## config.mk

```make
export PLATFORM = sky130hd
export DESIGN_NAME = charger_event_flag_mask_unit
export DESIGN_NICKNAME = d
export VERILOG_FILES = /design/src/include/charger_event_pkg.sv /design/src/verilog/charger_event_flag_mask_unit.sv /design/src/verilog/event_edge_detect.sv /design/src/verilog/int_pulse_gen.sv
export VERILOG_INCLUDE_DIRS = /design/src /design/src/include
export SDC_FILE = /design/constraint.sdc
export NUM_CORES = 1
export LEC_CHECK = 0
export BUFFER_PORTS_ARGS = -buffer_cell sky130_fd_sc_hd__buf_2
export CORE_MARGIN = 5
export CORE_UTILIZATION = 58
export CTS_BUF_LIST = sky130_fd_sc_hd__clkbuf_4 sky130_fd_sc_hd__clkbuf_8
export DETAILED_ROUTE_END_ITERATION = 6
export GPL_TIMING_DRIVEN = 0
export PLACE_DENSITY = 0.82
export SYNTH_ARGS = -nofsm -noshare
export SYNTH_HDL_FRONTEND = slang
export SYNTH_SLANG_ARGS = --single-unit
```

## constraint.sdc

```tcl
create_clock -name core_clk -period 3 [get_ports core_clk]
set_clock_uncertainty 0.2 [all_clocks]
set_input_delay 0 -clock core_clk [delete_from_list [all_inputs] [get_ports core_clk]]
set_output_delay 0 -clock core_clk [all_outputs]
set_load 0.01 [all_outputs]
```

## src/include/charger_event_regs.svh

```systemverilog
// register offsets, field positions, reset values and timing counts
`ifndef CHARGER_EVENT_REGS_SVH
`define CHARGER_EVENT_REGS_SVH

// ----------------------------------------------------------------
// register offsets
// ----------------------------------------------------------------
`define FAULT_FLAGS_ADDR     8'h27
`define CHG_MASK_A_ADDR      8'h28
`define CHG_MASK_B_ADDR      8'h29
`define FAULT_MASK_ADDR      8'h2a

// ----------------------------------------------------------------
// fault flag and fault mask bit positions
// ----------------------------------------------------------------
`define FLT_UV_BIT           7
`define FLT_OV_BIT           6
`define FLT_BAT_OC_BIT       5
`define FLT_BAT_OV_BIT       4
`define FLT_TSHUT_BIT        3
`define FLT_TMR_BIT          2
`define FLT_DRV_BIT          1
`define FLT_RSVD_BIT         0

// ----------------------------------------------------------------
// charger mask bit positions
// ----------------------------------------------------------------
`define MSKA_CONV_BIT        7
`define MSKA_IAC_BIT         6
`define MSKA_VAC_BIT         5
`define MSKA_WD_BIT          3
`define MSKA_CHG_BIT         0
`define MSKB_PG_BIT          7
`define MSKB_TS_BIT          4
`define MSKB_REV_BIT         3
`define MSKB_SYNC_BIT        1

// ----------------------------------------------------------------
// reset values and writable bits
// ----------------------------------------------------------------
`define FAULT_FLAGS_RESET    8'h00
`define CHG_MASK_A_RESET     8'h00
`define CHG_MASK_B_RESET     8'h00
`define FAULT_MASK_RESET     8'h00
`define FAULT_MASK_WMASK     8'hfe
`define CHG_MASK_A_WMASK     8'he9
`define CHG_MASK_B_WMASK     8'h9a
`define WD_FLAG_RESET        1'b1
`define UNMAPPED_RDATA       8'h00

// ----------------------------------------------------------------
// timing
// ----------------------------------------------------------------
`define CLK_PERIOD_NS        50
`define INT_PULSE_NS         100000
`define INT_PULSE_CYCLES     ((`INT_PULSE_NS + `CLK_PERIOD_NS - 1) / `CLK_PERIOD_NS)

`endif

```

## src/include/charger_event_pkg.sv

```systemverilog
// types shared by the charger event flag and mask unit
package charger_event_pkg;

  typedef logic [7:0] reg_byte_t;

  typedef enum logic [1:0] {
    PULSE_IDLE,
    PULSE_LOW,
    PULSE_GAP
  } pulse_state_e;

endpackage : charger_event_pkg

```

## src/verilog/charger_event_flag_mask_unit.sv

```systemverilog
// fault flags, event masks and interrupt pulse for the charge controller
`timescale 1ns/1ps
`include "charger_event_regs.svh"

module charger_event_flag_mask_unit
  import charger_event_pkg::*;
#(
  parameter int unsigned PULSE_CYCLES = `INT_PULSE_CYCLES
) (
  // clock and reset
  input  wire logic       core_clk,
  input  wire logic       srst,
  input  wire logic       ce,
  // register port from the serial bus slave
  input  wire logic [7:0] reg_addr,
  input  wire logic       reg_wr,
  input  wire logic       reg_rd,
  input  wire logic [7:0] reg_wdata,
  output logic      [7:0] reg_rdata,
  input  wire logic       reg_reset_cmd,
  // fault status levels
  input  wire logic       input_undervolt_active,
  input  wire logic       input_overvolt_active,
  input  wire logic       battery_overcurrent_active,
  input  wire logic       battery_overvolt_active,
  input  wire logic       thermal_shutdown_active,
  input  wire logic       safety_timer_expired,
  input  wire logic       gate_driver_supply_bad,
  // charger event sources
  input  wire logic       conv_done,
  input  wire logic       adc_one_shot,
  input  wire logic       input_current_reg_active,
  input  wire logic       input_voltage_reg_active,
  input  wire logic       watchdog_status,
  input  wire logic [2:0] charge_state,
  input  wire logic       input_power_good,
  input  wire logic [2:0] thermistor_state_field,
  input  wire logic       reverse_mode_active,
  input  wire logic       switching_sync_pin,
  // charge-cycle and watchdog flags
  input  wire logic       charger_flag_read,
  output logic            charge_cycle_flag,
  output logic            bus_watchdog_flag,
  // interrupt pin
  output logic            int_n
);

  // ----------------------------------------------------------------
  // helpers
  // ----------------------------------------------------------------
  function automatic reg_byte_t wr_merge(input reg_byte_t wdata, input reg_byte_t wmask);
    wr_merge = wdata & wmask;
  endfunction : wr_merge

  function automatic logic hit(input logic [7:0] addr, input logic [7:0] target);
    hit = (addr == target);
  endfunction : hit

  // ----------------------------------------------------------------
  // declarations
  // ----------------------------------------------------------------
  reg_byte_t   fault_flags_q;
  reg_byte_t   fault_mask_q;
  reg_byte_t   chg_mask_a_q;
  reg_byte_t   chg_mask_b_q;
  reg_byte_t   fault_set;
  reg_byte_t   chg_ev_a;
  reg_byte_t   chg_ev_b;
  logic [9:0]  rise_lvl;
  logic [9:0]  rise_hit;
  logic [8:0]  chg_lvl;
  logic [8:0]  chg_hit;
  logic        fault_rd;
  logic        wr_en;
  logic        mask_clr;
  logic        int_trigger;
  logic        pulse_busy;
  logic [31:0] low_run_q;

  // ----------------------------------------------------------------
  // event detection
  // ----------------------------------------------------------------
  assign rise_lvl = {watchdog_status, input_voltage_reg_active, input_current_reg_active,
                     gate_driver_supply_bad, safety_timer_expired, thermal_shutdown_active,
                     battery_overvolt_active, battery_overcurrent_active,
                     input_overvolt_active, input_undervolt_active};

  assign chg_lvl = {switching_sync_pin, reverse_mode_active, thermistor_state_field,
                    input_power_good, charge_state};

  event_edge_detect #(
    .WIDTH     (10),
    .RISE_ONLY (1'b1)
  ) u_rise_detect (
    .core_clk  (core_clk),
    .srst      (srst),
    .ce        (ce),
    .level     (rise_lvl),
    .event_hit (rise_hit)
  );

  event_edge_detect #(
    .WIDTH     (9),
    .RISE_ONLY (1'b0)
  ) u_change_detect (
    .core_clk  (core_clk),
    .srst      (srst),
    .ce        (ce),
    .level     (chg_lvl),
    .event_hit (chg_hit)
  );

  // ----------------------------------------------------------------
  // event vectors in register bit order
  // ----------------------------------------------------------------
  always_comb begin
    fault_set                  = '0;
    fault_set[`FLT_UV_BIT]     = rise_hit[0];
    fault_set[`FLT_OV_BIT]     = rise_hit[1];
    fault_set[`FLT_BAT_OC_BIT] = rise_hit[2];
    fault_set[`FLT_BAT_OV_BIT] = rise_hit[3];
    fault_set[`FLT_TSHUT_BIT]  = rise_hit[5 - 1];
    fault_set[`FLT_TMR_BIT]    = rise_hit[5];
    fault_set[`FLT_DRV_BIT]    = rise_hit[6];
  end

  always_comb begin
    chg_ev_a                 = '0;
    chg_ev_a[`MSKA_CONV_BIT] = ce & conv_done & adc_one_shot;
    chg_ev_a[`MSKA_IAC_BIT]  = rise_hit[7];
    chg_ev_a[`MSKA_VAC_BIT]  = rise_hit[8];
    chg_ev_a[`MSKA_WD_BIT]   = rise_hit[9];
    chg_ev_a[`MSKA_CHG_BIT]  = |chg_hit[2:0];
  end

  always_comb begin
    chg_ev_b                 = '0;
    chg_ev_b[`MSKB_PG_BIT]   = chg_hit[3];
    chg_ev_b[`MSKB_TS_BIT]   = |chg_hit[6:4];
    chg_ev_b[`MSKB_REV_BIT]  = chg_hit[7];
    chg_ev_b[`MSKB_SYNC_BIT] = chg_hit[8];
  end

  // ----------------------------------------------------------------
  // register access
  // ----------------------------------------------------------------
  assign fault_rd = ce & reg_rd & hit(reg_addr, `FAULT_FLAGS_ADDR);
  assign wr_en    = ce & reg_wr;
  assign mask_clr = ce & reg_reset_cmd;

  // clear-on-read; a new event in the read cycle wins over the clear
  always_ff @(posedge core_clk) begin
    if (srst) begin
      fault_flags_q <= `FAULT_FLAGS_RESET;
    end else if (ce) begin
      fault_flags_q <= ((fault_rd ? 8'h00 : fault_flags_q) | fault_set)
                       & `FAULT_MASK_WMASK;
    end
  end

  always_ff @(posedge core_clk) begin
    if (srst || mask_clr) begin
      fault_mask_q <= `FAULT_MASK_RESET;
    end else if (wr_en && hit(reg_addr, `FAULT_MASK_ADDR)) begin
      fault_mask_q <= wr_merge(reg_wdata, `FAULT_MASK_WMASK);
    end
  end

  always_ff @(posedge core_clk) begin
    if (srst || mask_clr) begin
      chg_mask_a_q <= `CHG_MASK_A_RESET;
    end else if (wr_en && hit(reg_addr, `CHG_MASK_A_ADDR)) begin
      chg_mask_a_q <= wr_merge(reg_wdata, `CHG_MASK_A_WMASK);
    end
  end

  always_ff @(posedge core_clk) begin
    if (srst || mask_clr) begin
      chg_mask_b_q <= `CHG_MASK_B_RESET;
    end else if (wr_en && hit(reg_addr, `CHG_MASK_B_ADDR)) begin
      chg_mask_b_q <= wr_merge(reg_wdata, `CHG_MASK_B_WMASK);
    end
  end

  // read data returns the value before any clear of the same cycle
  always_ff @(posedge core_clk) begin
    if (srst) begin
      reg_rdata <= 8'h00;
    end else if (ce && reg_rd) begin
      case (reg_addr)
        `FAULT_FLAGS_ADDR: reg_rdata <= fault_flags_q;
        `CHG_MASK_A_ADDR:  reg_rdata <= chg_mask_a_q;
        `CHG_MASK_B_ADDR:  reg_rdata <= chg_mask_b_q;
        `FAULT_MASK_ADDR:  reg_rdata <= fault_mask_q;
        default:           reg_rdata <= `UNMAPPED_RDATA;
      endcase
    end
  end

  // ----------------------------------------------------------------
  // charge-cycle and watchdog flags
  // ----------------------------------------------------------------
  always_ff @(posedge core_clk) begin
    if (srst) begin
      charge_cycle_flag <= 1'b0;
    end else if (ce) begin
      charge_cycle_flag <= (charge_cycle_flag & ~charger_flag_read)
                           | chg_ev_a[`MSKA_CHG_BIT];
    end
  end

  always_ff @(posedge core_clk) begin
    if (srst) begin
      bus_watchdog_flag <= `WD_FLAG_RESET;
    end else if (ce) begin
      bus_watchdog_flag <= (bus_watchdog_flag & ~charger_flag_read)
                           | chg_ev_a[`MSKA_WD_BIT];
    end
  end

  // ----------------------------------------------------------------
  // interrupt
  // ----------------------------------------------------------------
  assign int_trigger = ce & (|(fault_set & ~fault_mask_q)
                           | |(chg_ev_a & ~chg_mask_a_q)
                           | |(chg_ev_b & ~chg_mask_b_q));

  int_pulse_gen #(
    .PULSE_CYCLES (PULSE_CYCLES)
  ) u_pulse (
    .core_clk (core_clk),
    .srst     (srst),
    .ce       (ce),
    .trigger  (int_trigger),
    .int_n    (int_n),
    .busy     (pulse_busy)
  );

  // ----------------------------------------------------------------
  // checks
  // ----------------------------------------------------------------
  always_ff @(posedge core_clk) begin
    if (srst) begin
      low_run_q <= '0;
    end else if (ce) begin
      low_run_q <= int_n ? 32'd0 : low_run_q + 32'd1;
    end
  end

  uv_flag_set_a: assert property (@(posedge core_clk) disable iff (srst)
    (ce && $rose(input_undervolt_active) && $past(ce) && !$past(srst))
      |=> fault_flags_q[`FLT_UV_BIT])
    else $error("undervoltage entry did not set its flag");

  fault_rd_clear_a: assert property (@(posedge core_clk) disable iff (srst)
    (fault_rd && fault_set == 8'h00) |=> (fault_flags_q == 8'h00))
    else $error("fault flags not cleared by read");

  set_beats_clear_a: assert property (@(posedge core_clk) disable iff (srst)
    (fault_rd && fault_set[`FLT_TSHUT_BIT]) |=> fault_flags_q[`FLT_TSHUT_BIT])
    else $error("thermal flag lost when read in event cycle");

  timer_level_a: assert property (@(posedge core_clk) disable iff (srst)
    (ce && $past(ce) && safety_timer_expired && $past(safety_timer_expired) && fault_rd)
      |=> !fault_flags_q[`FLT_TMR_BIT])
    else $error("timer flag set by a steady level");

  rsvd_zero_a: assert property (@(posedge core_clk) disable iff (srst)
    !fault_flags_q[`FLT_RSVD_BIT] && !fault_mask_q[0] && !chg_mask_a_q[4] && !chg_mask_b_q[0])
    else $error("reserved bit not zero");

  mask_reset_cmd_a: assert property (@(posedge core_clk) disable iff (srst)
    mask_clr |=> (chg_mask_a_q == 8'h00 && chg_mask_b_q == 8'h00 && fault_mask_q == 8'h00))
    else $error("register reset left a mask set");

  masked_quiet_a: assert property (@(posedge core_clk) disable iff (srst)
    (!pulse_busy && $past(!pulse_busy) && $past(ce) && int_n && ce
      && chg_ev_a == (8'h01 << `MSKA_IAC_BIT)
      && chg_mask_a_q[`MSKA_IAC_BIT] && fault_set == 8'h00 && chg_ev_b == 8'h00)
      |=> int_n)
    else $error("masked current regulation event pulsed");

  unmasked_pulse_a: assert property (@(posedge core_clk) disable iff (srst)
    (!pulse_busy && int_trigger) |=> !int_n)
    else $error("unmasked event did not start a pulse");

  pulse_width_a: assert property (@(posedge core_clk) disable iff (srst)
    $rose(int_n) |-> (low_run_q == PULSE_CYCLES))
    else $error("interrupt pulse width wrong");

  pulse_bound_a: assert property (@(posedge core_clk) disable iff (srst)
    low_run_q <= PULSE_CYCLES)
    else $error("interrupt held low too long");

  chg_cycle_a: assert property (@(posedge core_clk) disable iff (srst)
    (ce && chg_hit[2:0] != 3'b000) |=> charge_cycle_flag)
    else $error("charge state change did not set flag");

  wd_reset_a: assert property (@(posedge core_clk)
    srst |=> bus_watchdog_flag)
    else $error("watchdog flag not one after reset");

  mask_rdback_a: assert property (@(posedge core_clk) disable iff (srst)
    (ce && reg_rd && reg_addr == `FAULT_MASK_ADDR && !mask_clr)
      |=> (reg_rdata == $past(fault_mask_q)))
    else $error("fault mask read back wrong");

  // a low clock enable holds flags, masks and the pin
  ce_freeze_a: assert property (@(posedge core_clk) disable iff (srst)
    !ce |=> ($stable(fault_flags_q) && $stable(int_n) && $stable(chg_mask_a_q)))
    else $error("state moved while clock enable low");

  wd_rise_a: assert property (@(posedge core_clk) disable iff (srst)
    (ce && rise_hit[9]) |=> bus_watchdog_flag)
    else $error("watchdog rise did not set flag");

  // idle for two cycles means no folded request is waiting
  fault_mask_quiet_a: assert property (@(posedge core_clk) disable iff (srst)
    (!pulse_busy && $past(!pulse_busy) && $past(ce) && int_n && fault_set != 8'h00
      && (fault_set & ~fault_mask_q) == 8'h00 && chg_ev_a == 8'h00 && chg_ev_b == 8'h00)
      |=> int_n)
    else $error("masked fault event pulsed");

endmodule : charger_event_flag_mask_unit

```

## src/verilog/event_edge_detect.sv

```systemverilog
// per-bit rising-edge or any-change detector for status levels
`timescale 1ns/1ps

module event_edge_detect #(
  parameter int unsigned WIDTH     = 1,
  parameter bit          RISE_ONLY = 1'b1
) (
  // clock and reset
  input  wire logic             core_clk,
  input  wire logic             srst,
  input  wire logic             ce,
  // levels in, one-cycle events out
  input  wire logic [WIDTH-1:0] level,
  output logic      [WIDTH-1:0] event_hit
);

  logic [WIDTH-1:0] prev_q;
  logic             primed_q;

  // first cycle after reset only loads the history, so a level that
  // is already high at reset does not count as an edge
  always_ff @(posedge core_clk) begin
    if (srst) begin
      prev_q   <= '0;
      primed_q <= 1'b0;
    end else if (ce) begin
      prev_q   <= level;
      primed_q <= 1'b1;
    end
  end

  always_comb begin
    if (!primed_q || !ce) begin
      event_hit = '0;
    end else if (RISE_ONLY) begin
      event_hit = level & ~prev_q;
    end else begin
      event_hit = level ^ prev_q;
    end
  end

endmodule : event_edge_detect

```

## src/verilog/int_pulse_gen.sv

```systemverilog
// active-low interrupt pulse generator with one pending request
`timescale 1ns/1ps

module int_pulse_gen
  import charger_event_pkg::*;
#(
  parameter int unsigned PULSE_CYCLES = 2000
) (
  // clock and reset
  input  wire logic core_clk,
  input  wire logic srst,
  input  wire logic ce,
  // request and pin
  input  wire logic trigger,
  output logic      int_n,
  output logic      busy
);

  localparam int unsigned CNT_W = $clog2(PULSE_CYCLES + 1);

  pulse_state_e     state_q;
  logic [CNT_W-1:0] cnt_q;
  logic             pending_q;

  always_ff @(posedge core_clk) begin
    if (srst) begin
      state_q <= PULSE_IDLE;
      cnt_q   <= '0;
      int_n   <= 1'b1;
    end else if (ce) begin
      case (state_q)
        PULSE_IDLE: begin
          if (trigger || pending_q) begin
            state_q <= PULSE_LOW;
            cnt_q   <= CNT_W'(PULSE_CYCLES - 1);
            int_n   <= 1'b0;
          end
        end
        PULSE_LOW: begin
          if (cnt_q == '0) begin
            state_q <= PULSE_GAP;
            int_n   <= 1'b1;
          end else begin
            cnt_q <= cnt_q - 1'b1;
          end
        end
        // two high cycles, gap then idle, so back-to-back pulses stay distinct
        PULSE_GAP: begin
          state_q <= PULSE_IDLE;
        end
        default: begin
          state_q <= PULSE_IDLE;
          int_n   <= 1'b1;
        end
      endcase
    end
  end

  // events during a pulse fold into one further pulse
  always_ff @(posedge core_clk) begin
    if (srst) begin
      pending_q <= 1'b0;
    end else if (ce) begin
      if (state_q == PULSE_IDLE) begin
        pending_q <= 1'b0;
      end else if (trigger) begin
        pending_q <= 1'b1;
      end
    end
  end

  assign busy = (state_q != PULSE_IDLE);

endmodule : int_pulse_gen
```

## Word-level counts from Yosys, hierarchy flattened

Cells that the tools add are included.

| cells by class | value |
|---|---|
| add/sub/neg operators | 1 |
| equal/unequal tests | 9 |
| mux-type cells | 15 |
| bitwise operators | 25 |
| reductions and logical operators | 22 |

Operator list:

| operator | number |
|---|---|
| == test 8 x 6 -> 1 bit, second input constant | 4 |
| one-hot mux 8 bit (4 select lines) | 1 |
| bitwise AND 8 bit | 3 |
| NOT 8 bit | 3 |
| OR reduction 8 bit | 3 |
| two-way mux 11 bit | 2 |
| one-hot mux 11 bit (2 select lines) | 1 |
| zero test 11 bit | 1 |
| subtractor 11 x 1 -> 11 bit, second input constant | 1 |
| bitwise AND 10 bit | 1 |
| two-way mux 10 bit | 1 |
| NOT 10 bit | 1 |
| bitwise AND 1 bit | 9 |
| two-way mux 9 bit | 1 |
| XOR 9 bit | 1 |
| two-way mux 8 bit | 1 |
| bitwise OR 8 bit | 1 |
| AND reduction 4 bit | 2 |
| OR reduction 3 bit | 2 |
| logical AND 1 bit | 4 |
| two-way mux 1 bit | 4 |
| two-way mux 2 bit | 2 |
| != test 2 x 1 -> 1 bit, second input constant | 2 |
| bitwise OR 1 bit | 4 |
| other kinds (12) | 17 |

| word-level totals | value |
|---|---|
| bits in registers | 68 |

## Longest topological paths before layout

Gate-level depths: netlist of the first run.

| logic depth | value |
|---|---|
| depth in word-level cells | 12 |
| gate-level depth with buffers | 9 |
| mapped depth without buffers | 8 |

## Modules after synthesis

Synthesis of the first run repeated with hierarchy kept, for this count alone.

| unflattened totals | value |
|---|---|
| cell total of the unflattened synthesis | 363 |
| area, all modules | 3325.7 µm² |

By module, submodules not included:

| module | times used | cells an instance | area an instance (µm²) | sequential area each (µm²) |
|---|---|---|---|---|
| charger_event_flag_mask_unit | 1 | 173 | 1590.3 | 660.6 |
| int_pulse_gen | 1 | 93 | 808.3 | 300.3 |
| event_edge_detect (u_change_detect) | 1 | 51 | 465.4 | 200.2 |
| event_edge_detect (u_rise_detect) | 1 | 46 | 461.7 | 220.2 |

## Worst setup path after synthesis of the first run

No wires, ideal clock.

| timing | value |
|---|---|
| path type | flip-flop to flip-flop |
| from | register u_pulse.cnt_q[0] |
| to | register u_pulse.cnt_q[4] |
| setup time | 0.115 ns |
| data arrival time | 1.988 ns |
| required time | 2.685 ns |
| path slack | 0.697 ns |
| cell stages (with the launch flop) | 10 |
| path buffers | 1 |
| cells stage by stage | dfxtp_1 inv_1 ha_1 nor2b_1 and4_1 clkbuf_1 or4b_1 a211o_1 a21oi_1 nor2_1 |

| between the ends | value |
|---|---|
| word-level cells in the longest chain between the ends | 3 |
| elaborated cells on any way between the ends | 6 |

Ends and longest elaborated chain:

| item | line | RTL |
|---|---|---|
| start, declared | int_pulse_gen.sv:22 | `logic [CNT_W-1:0] cnt_q;` |
| start signal, assigned | int_pulse_gen.sv:35 | `cnt_q <= CNT_W'(PULSE_CYCLES - 1);` |
| start signal, assigned | int_pulse_gen.sv:44 | `cnt_q <= cnt_q - 1'b1;` |
| subtractor 11 x 1 -> 11 bit or zero test 11 bit (tied branches) | int_pulse_gen.sv:44, int_pulse_gen.sv:40 |  |
| two-way mux 11 bit or != test 2 bit (tied branches) | - |  |
| one-hot mux 11 bit (2 select lines) or AND reduction 4 bit (tied branches) | - |  |

Parallel ways exist; a longest one is shown, timed or not. The select of a mux whose other input is x is not followed.
A chain may end at the register's enable or synchronous reset.

## Final worst setup path of the first run

| timing | value |
|---|---|
| from | register u_pulse.cnt_q[0] |
| to | register u_pulse.int_n |

| between the ends | value |
|---|---|
| word-level cells in the longest chain between the ends | 3 |

Ends and longest elaborated chain:

| item | line | RTL |
|---|---|---|
| zero test 11 bit | int_pulse_gen.sv:40 | `if (cnt_q == '0) begin` |
| != test 2 x 1 -> 1 bit (no line) | - |  |
| AND reduction 4 bit (no line) | - |  |
| end signal, assigned | int_pulse_gen.sv:36 | `int_n <= 1'b0;` |
| end signal, assigned | int_pulse_gen.sv:42 | `int_n <= 1'b1;` |
| end signal, assigned | int_pulse_gen.sv:53 | `int_n <= 1'b1;` |
| end, declared | int_pulse_gen.sv:15 | `output logic int_n,` |

No other way between the ends.

==> summary.md, run 1 <==
| Metric | Value |
|---|---|
| Status | complete, no violations |
| Max VDD drop | 0.451 mV |
| TritonCTS clock tree | done |
| Final Hold Violating Endpoints | 0 |
| Delay of the slowest cell on the worst path | ~0.63 ns |
| First-pass GRT wire length | 15.2 mm |
| Post-Syn Area | 3170 sq um |
| R2r startpoint | u_pulse.cnt_q[0] |
| Nets | between 400 and 500 |
| Largest net degree at the start of global routing | 11 |
| Slew Limit Fails | 0 |
| CTS H-Tree Depth | 3 |
| Synth Area in Compound Gates | 0.158 |
| Worst Setup End Kind | register |
| DR vias/cell | roughly 6.0 |
| Area taken by multi-input logic gates | 1690 sq um |
| Antenna violations before repair | 0 |
| Multiplexer share of the synthesized area | 0.127 |
| First-pass DRT Iterations | 6 |
| DP Wirelength | 5.95 mm |
| Clk buf depth | 2 |
| RSZ-0062 raised after global routing | no |
| Distinct cells, synth | 57 |
| Register bit count reported by yosys | a little under 70 |
| Worst slew pin tran | 0.762 ns |
| Largest family of logic cells by synthesized area | simple AND/OR/NAND/NOR gates |
| Crit share post-route | 0.880 |
| Initial Utilization | 0.587 |
| Most frequent cell after synthesis | dfxtp_1 |
| Max stage delay cell, worst path | nor3_1 |
| WHS Path Cells | 6 |
| I/O Pins | 55 |
| R2R cell count | 8 |
| CTS root buffer | clkbuf_8 |
| Total Routing Usage GR | 0.272 |
| Synthesized area per cell | slightly above 9 sq um |
| Antenna Violating Nets Remaining | 0 |
| Sequential element share of the synthesized area | 0.429 |
| Gp weighted congestion | approximately 0.90 |
| CP Cell Sequence | inv_1 -> ha_1 -> nor2b_1 -> and4_1 -> clkbuf_1 -> nor3_1 -> nor2_1 -> o32a_1 |
| Total Neg Setup Slack | 0 ns |
| Layout cells sized above 1 | 0.184 |
| FFs w/ async S/R, synth | 0 |
| Routed len/inst | about 17 um |
| Core box area | 5410 sq um |
| Power Density | between 500 and 600 nW/um^2 |
| Leak Pwr | 1.75 nW |
| R2R setup slack | around 0.36 ns |
| Fmax | between 300 and 400 MHz |
| Worst Hold Launch | reg_addr[6] |
| Worst-skew pair later-pin latency | 0.36 ns |
| Crit path max-delay family | simple AND/OR/NAND/NOR gates |
| Relative slew slack | 0.488 |
| Worst min-delay path category | primary input to register |
| Min Tclk post-route | ~2.6 ns |
| Layout area overhead | 28.9% |
| Synth cell count leaders | 68 x dfxtp_1, 63 x nor2_1, 38 x mux2i_1 |
| Die W | between 80 and 90 um |
| Adder-cell area share of the yosys netlist | 0.00394 |
| EDFF count, synth | 0 |
| Synth Flop Type | dfxtp_1 |
| Ant diodes | 0 |
| Ys Warns | 0 |
| WL final | 9.24 mm |
| Iter 0 DRT Violations | 234 |
| CP Data Arrival Time | 2.68 ns |
| Vias | 3155 |
| Buffers on Ports | 54 |
| Die H | 84.0 um |
| Top area cells in the synthesized netlist | dfxtp_1 43%, mux2i_1 12%, nor2_1 7.5% |
| Crit start category | register |
| Die area | about 7000 sq um |
| DRC | 0 |
| Std cell rows | 27 |
| Max_cap viols | 0 |
| Synth Area in XOR/XNOR | 0.0249 |
| Cts bufs inserted | 9 |
| WP data required | 3.04 ns |
| Top cell type's share of synthesized area | 0.429 |
| R2r endpoint | u_pulse.int_n |
| Worst hold path endpoint | reg_rdata[7] |
| Congestion Overflow GR | 0 |
| Synthesized instance count | between 300 and 400 |
| Num Clock Sinks | between 60 and 70 |
| Crit path kind | register to register |
| Syn nets | 394 |
| Crit path buffers/inverters | 2 |
| Fill count | roughly 380 |
| Crit-path max FO | 8 |
| FF+latch area | 1360 sq um |
| Core Util, Final | 0.756 |
| Final Setup Violations | 0 |
| Clock transition at path regs | approximately 0.08 ns |
| Simple-Gate Fraction of Synth Area | 0.217 |
| Leading area contributor after synthesis | dfxtp_1 |
| Vias in the first global route | ~3200 |
-- flip-flops by register name, summed over array words and instances, names as in the netlist --
| signal | flops |
|---|---|
| bus_watchdog_flag | 1 |
| charge_cycle_flag | 1 |
| chg_mask_a_q | 5 |
| chg_mask_b_q | 4 |
| fault_flags_q | 7 |
| fault_mask_q | 7 |
| reg_rdata | 8 |
| u_change_detect.prev_q | 9 |
| u_pulse.cnt_q | 11 |
| u_pulse.int_n | 1 |
| u_pulse.pending_q | 1 |
| u_pulse.state_q | 2 |
| u_rise_detect.prev_q | 10 |
| u_rise_detect.primed_q | 1 |
-- area by class of cell --
| cell class | count | share of cell area |
|---|---|---|
| Multi-Input combinational cell | 254 | 0.412 |
| Sequential cell | 68 | 0.333 |
| Timing Repair Buffer | 92 | 0.159 |
| Clock buffer | 13 | 0.0407 |
| Buffer | 18 | 0.0223 |
| Tap cell | 72 | 0.0220 |
| Inverter | 9 | 0.00826 |
| Clock inverter | 2 | 0.00245 |
-- routing by layer --
layer / wire length [um] / share of wire / GRT usage
met5: 0 / 0 / 0
met4: 330 / 0.036 / 0.149
met3: 686 / 0.074 / 0.0592
met2: 4530 / 0.49 / 0.466
met1: 3690 / 0.40 / 0.314
-- cell usage in the layout, fill, tap and decap left out, drive strengths merged, types with 9 or more instances in the layout --
master	instances
dfxtp	68
nor2	63
buf	60
mux2i	38
dlygate4sd3	38
nand2	26
clkbuf	25
a21oi	15
nand3	10
nor3	10
inv	9
-- worst register-to-register path, cell delays in order (launching register included) --
cell	delay (ns)
dfxtp_1	0.40
inv_1	0.07
ha_1	0.26
nor2b_1	0.18
and4_1	0.18
clkbuf_1	0.19
nor3_1	0.63
nor2_1	0.11
o32a_1	0.31
-- where the power goes --
group	internal [mW]	leakage [nW]	total, mW	switching, mW
combinational	0.165	1.10	0.360	0.195
clock	0.357	0.0961	0.707	0.350
sequential	0.954	0.557	0.997	0.0435
-- worst max-delay path by stage --
stage                     start          endpoint  cells after the start
2_1_floorplan  u_pulse.cnt_q[0]  u_pulse.cnt_q[4]                      9
3_3_place_gp   u_pulse.cnt_q[0]  u_pulse.cnt_q[5]                      8
3_5_place_dp   u_pulse.cnt_q[0]  u_pulse.cnt_q[5]                      8
4_1_cts        u_pulse.cnt_q[0]  u_pulse.cnt_q[5]                      8
5_1_grt        u_pulse.cnt_q[0]     u_pulse.int_n                      8
6_report       u_pulse.cnt_q[0]     u_pulse.int_n                      8
-- per-stage QoR --
step	worst slack, ns	instances	hold slack [ns]	power [mW]	cell area [sq um]
floorplan	0.697	349	-0.0561	1.22	3170
global placement	0.486	475	0.0390	1.31	3530
detailed placement	0.445	475	0.0468	1.33	3530
CTS	0.406	528	0.00810	2.04	4090
global route	0.230	528	0.0385	2.14	4090
finish	0.361	528	0.00427	2.06	4090
-- cell families (layout without fill, tap and decap cells) --
family	count (synthesis)	count (layout)
AND/OR/NAND/NOR	136	136
XOR/XNOR	9	9
buffers and inverters	27	134
multiplexers	40	40
AO/OA/AOI/OAI	68	68
adder cells (fa/ha/maj)	1	1
flip-flops	68	68
-- repair_timing --
action | 4_1_cts | 5_1_grt
setup buffers | 0 | 0
endpoints found under the hold margin | 51 | 0
resized for setup | 0 | 0
hold buffers | 38 | 0
Note: power is estimated with default switching activity, not from simulation.
==> run 2, diff against run 1 <==
--- a/config.mk
+++ b/config.mk
@@ -11,8 +11,8 @@
 export CORE_UTILIZATION = 58
 export CTS_BUF_LIST = sky130_fd_sc_hd__clkbuf_4 sky130_fd_sc_hd__clkbuf_8
 export DETAILED_ROUTE_END_ITERATION = 6
-export GPL_TIMING_DRIVEN = 0
 export PLACE_DENSITY = 0.82
+export RECOVER_POWER = 100
 export SYNTH_ARGS = -nofsm -noshare
 export SYNTH_HDL_FRONTEND = slang
 export SYNTH_SLANG_ARGS = --single-unit
==> run 2 against run 1 <==
Net effect: power is 7.1% higher; register-to-register slack improved by 0.19 ns; die area is the same; flip-flop and latch count unchanged; critical path depth shrank 1; fmax grew 4.1%.
==> summary.md, run 2 (synthesized netlist as in run 1, its figures left out) <==
| Metric | Value |
|---|---|
| Status | complete, no violations |
| DR vias/cell | 5.92 (-0.92%) |
| Die area | 7050 sq um (unchanged) |
| Biggest register | u_pulse.cnt_q |
| Layout area overhead | 26.6% |
| Hold slack | 0.0255 ns (+0.0212 ns) |
| Comb pwr share | 0.150 (-0.024) |
| Core box area | 5410 sq um (unchanged) |
| TritonCTS clock tree | done |
| Cell area after layout | 4020 sq um (-1.8%) |
| Cell count after placement | 461 (-2.9%) |
| CTS H-Tree Depth | 3 (unchanged) |
| Crit-path max FO | 27 (+19) |
| Post-CTS Hold Fix Bufs | 38 (unchanged) |
| Die H | 84.0 um (unchanged) |
| Final Setup Violations | 0 (unchanged) |
| WHS Path Cells | 4 (-2) |
| Commonest cells after routing, fill and taps aside | 68 x dfxtp_1, 63 x nor2_1, 42 x buf_2 |
| Worst hold path endpoint | reg_rdata[6] |
| Crit start category | primary input |
| Largest registers | u_pulse.cnt_q x11, u_rise_detect.prev_q x10, u_change_detect.prev_q x9 |
| Worst slew pin tran | 0.906 ns (+0.144 ns) |
| Worst Hold Launch | reg_addr[1] |
| Final Instance Count excl. Fillers | 515 (-2.5%) |
| Leak Pwr | 1.66 nW (-4.9%) |
| Layout cells sized above 1 | 0.147 (-0.0375) |
| R2r endpoint | u_pulse.cnt_q[5] |
| R2r startpoint | chg_mask_a_q[5] |
| Routed len/inst | 16.3 um (-7.1%) |
| Sw frac | 0.264 (-0.0211) |
| Gp weighted congestion | 0.938 (+4.3%) |
| Total Neg Setup Slack | 0 ns (unchanged) |
| First-pass DRT Iterations | 5 (-1) |
| WL final | 8.37 mm (-9.4%) |
| Iter 0 DRT Violations | 241 (+3.0%) |
| Largest net degree at the start of global routing | 48 (+37) |
| Worst min-delay path category | primary input to register |
| DP Area | 3470 sq um (-1.7%) |
| R2R setup slack | 0.55 ns (+0.19 ns) |
| First-pass GRT wire length | 13.9 mm (-8.9%) |
| Cts bufs inserted | 9 (unchanged) |
| Antenna Violating Nets Remaining | 0 (unchanged) |
| I/O Pins | 55 (unchanged) |
| Final Hold Violating Endpoints | 0 (unchanged) |
| Power Density | 550 nW/um^2 (+9.0%) |
| Min Tclk post-route | 2.53 ns (-0.105 ns) |
| DRC | 0 (unchanged) |
| CTS root buffer | clkbuf_8 |
| Post-CTS Setup Bufs | 0 (unchanged) |
| Vias in the first global route | 2891 (-9.5%) |
| Max VDD drop | 0.429 mV (-4.7%) |
| CP Data Arrival Time | 2.57 ns (-0.11 ns) |
| Commonest non-fill, non-tap cell in the layout | dfxtp_1 |
| Std cell rows | 27 (unchanged) |
| Crit path kind | primary input to register |
| Sequential share of power | 0.454 (-0.029) |
| Clock share of power | 0.396 (+0.053) |
| Buffers on Ports | 54 (unchanged) |
| Fmax | 395 MHz (+4.1%) |
| R2R cell count | 7 (-1) |
| Internal | 1.63 mW (+10%) |
| Die W | 84.0 um (unchanged) |
| Total Routing Usage GR | 0.243 (-0.0287) |
| Sw power | 583 uW (-0.84%) |
| CTS resizes | 0 (unchanged) |
| DP Wirelength | 5.31 mm (-11%) |
| Vias | 3049 (-3.4%) |
| Clk buf depth | 2 (unchanged) |
| Crit share post-route | 0.845 (-0.0349) |
| Antenna violations before repair | 0 (unchanged) |
| Worst-skew pair later-pin latency | 0.34 ns (-0.02 ns) |
| Ant diodes | 0 (unchanged) |
| Core Util, Final | 0.743 (-0.0134) |
| WP data required | 3.03 ns (about the same) |
| Number of flip-flops in the largest register | 11 (unchanged) |
| Initial Utilization | 0.587 (unchanged) |
| Relative slew slack | 0.391 (-0.0976) |
| Clock transition at path regs | 0.08 ns (about the same) |
| RSZ-0062 raised after global routing | no |
| Nets | 483 (-2.8%) |
| Num Clock Sinks | 68 (unchanged) |
| Slew Limit Fails | 0 (unchanged) |
| Worst Setup End Kind | register |
| Congestion Overflow GR | 0 (unchanged) |
| Max_cap viols | 0 (unchanged) |
[run 2: changes by cell type in the layout (fill, tap and decap cells not counted), sizes merged]
| cell | before | now |
|---|---|---|
| buf | 60 | 44 |
| bufinv | 0 | 2 |
| clkinvlp | 0 | 2 |
| clkinv | 2 | 1 |
[run 2: power groups by stage]
stage	registers [mW]	clock network, mW	logic (mW)
2_1_floorplan	1.01	0	0.216
3_3_place_gp	1.02	0	0.289
3_5_place_dp	1.02	0	0.294
4_1_cts	1.00	0.875	0.333
5_1_grt	1.01	0.912	0.368
6_report	1.00	0.875	0.331
[run 2: worst max-delay path: stages]
cell and delay (ns):
dlygate4sd3_1 0.52, buf_2 0.44, clkbuf_1 0.58, nand2_1 0.18, nand2_1 0.11, o311ai_0 0.13, dlygate4sd3_1 0.61
[run 2: final cells by class]
class	count	area, sq um
Multi-Input combinational cell	254	1640
Fill cell	379	1390
Sequential cell	68	1360
Timing Repair Buffer	96	658
Clock buffer	11	151
Tap cell	72	90.1
Clock inverter	5	83.8
Inverter	9	33.8
[run 2: per-stage QoR]
| step | setup slack [ns] | power [mW] |
|---|---|---|
| finish | 0.466 | 2.21 |
| floorplan | 0.697 | 1.22 |
| global route | 0.376 | 2.29 |
| global placement | 0.686 | 1.31 |
| CTS | 0.623 | 2.21 |
| detailed placement | 0.653 | 1.32 |
[run 2: worst max path at each step]
stage,to,depth (start not counted),from
3_3_place_gp,u_pulse.cnt_q[4],8,u_pulse.cnt_q[0]
5_1_grt,fault_mask_q[1],9,reg_addr[2]
2_1_floorplan,u_pulse.cnt_q[4],9,u_pulse.cnt_q[0]
3_5_place_dp,u_pulse.cnt_q[4],8,u_pulse.cnt_q[0]
4_1_cts,fault_mask_q[1],9,reg_addr[2]
6_report,bus_watchdog_flag,7,ce
[run 2: routing by layer]
metal  track usage  wire (um)
met3        0.0474        541
met1         0.299       3620
met2         0.403       3950
met5             0          0
met4         0.123        265
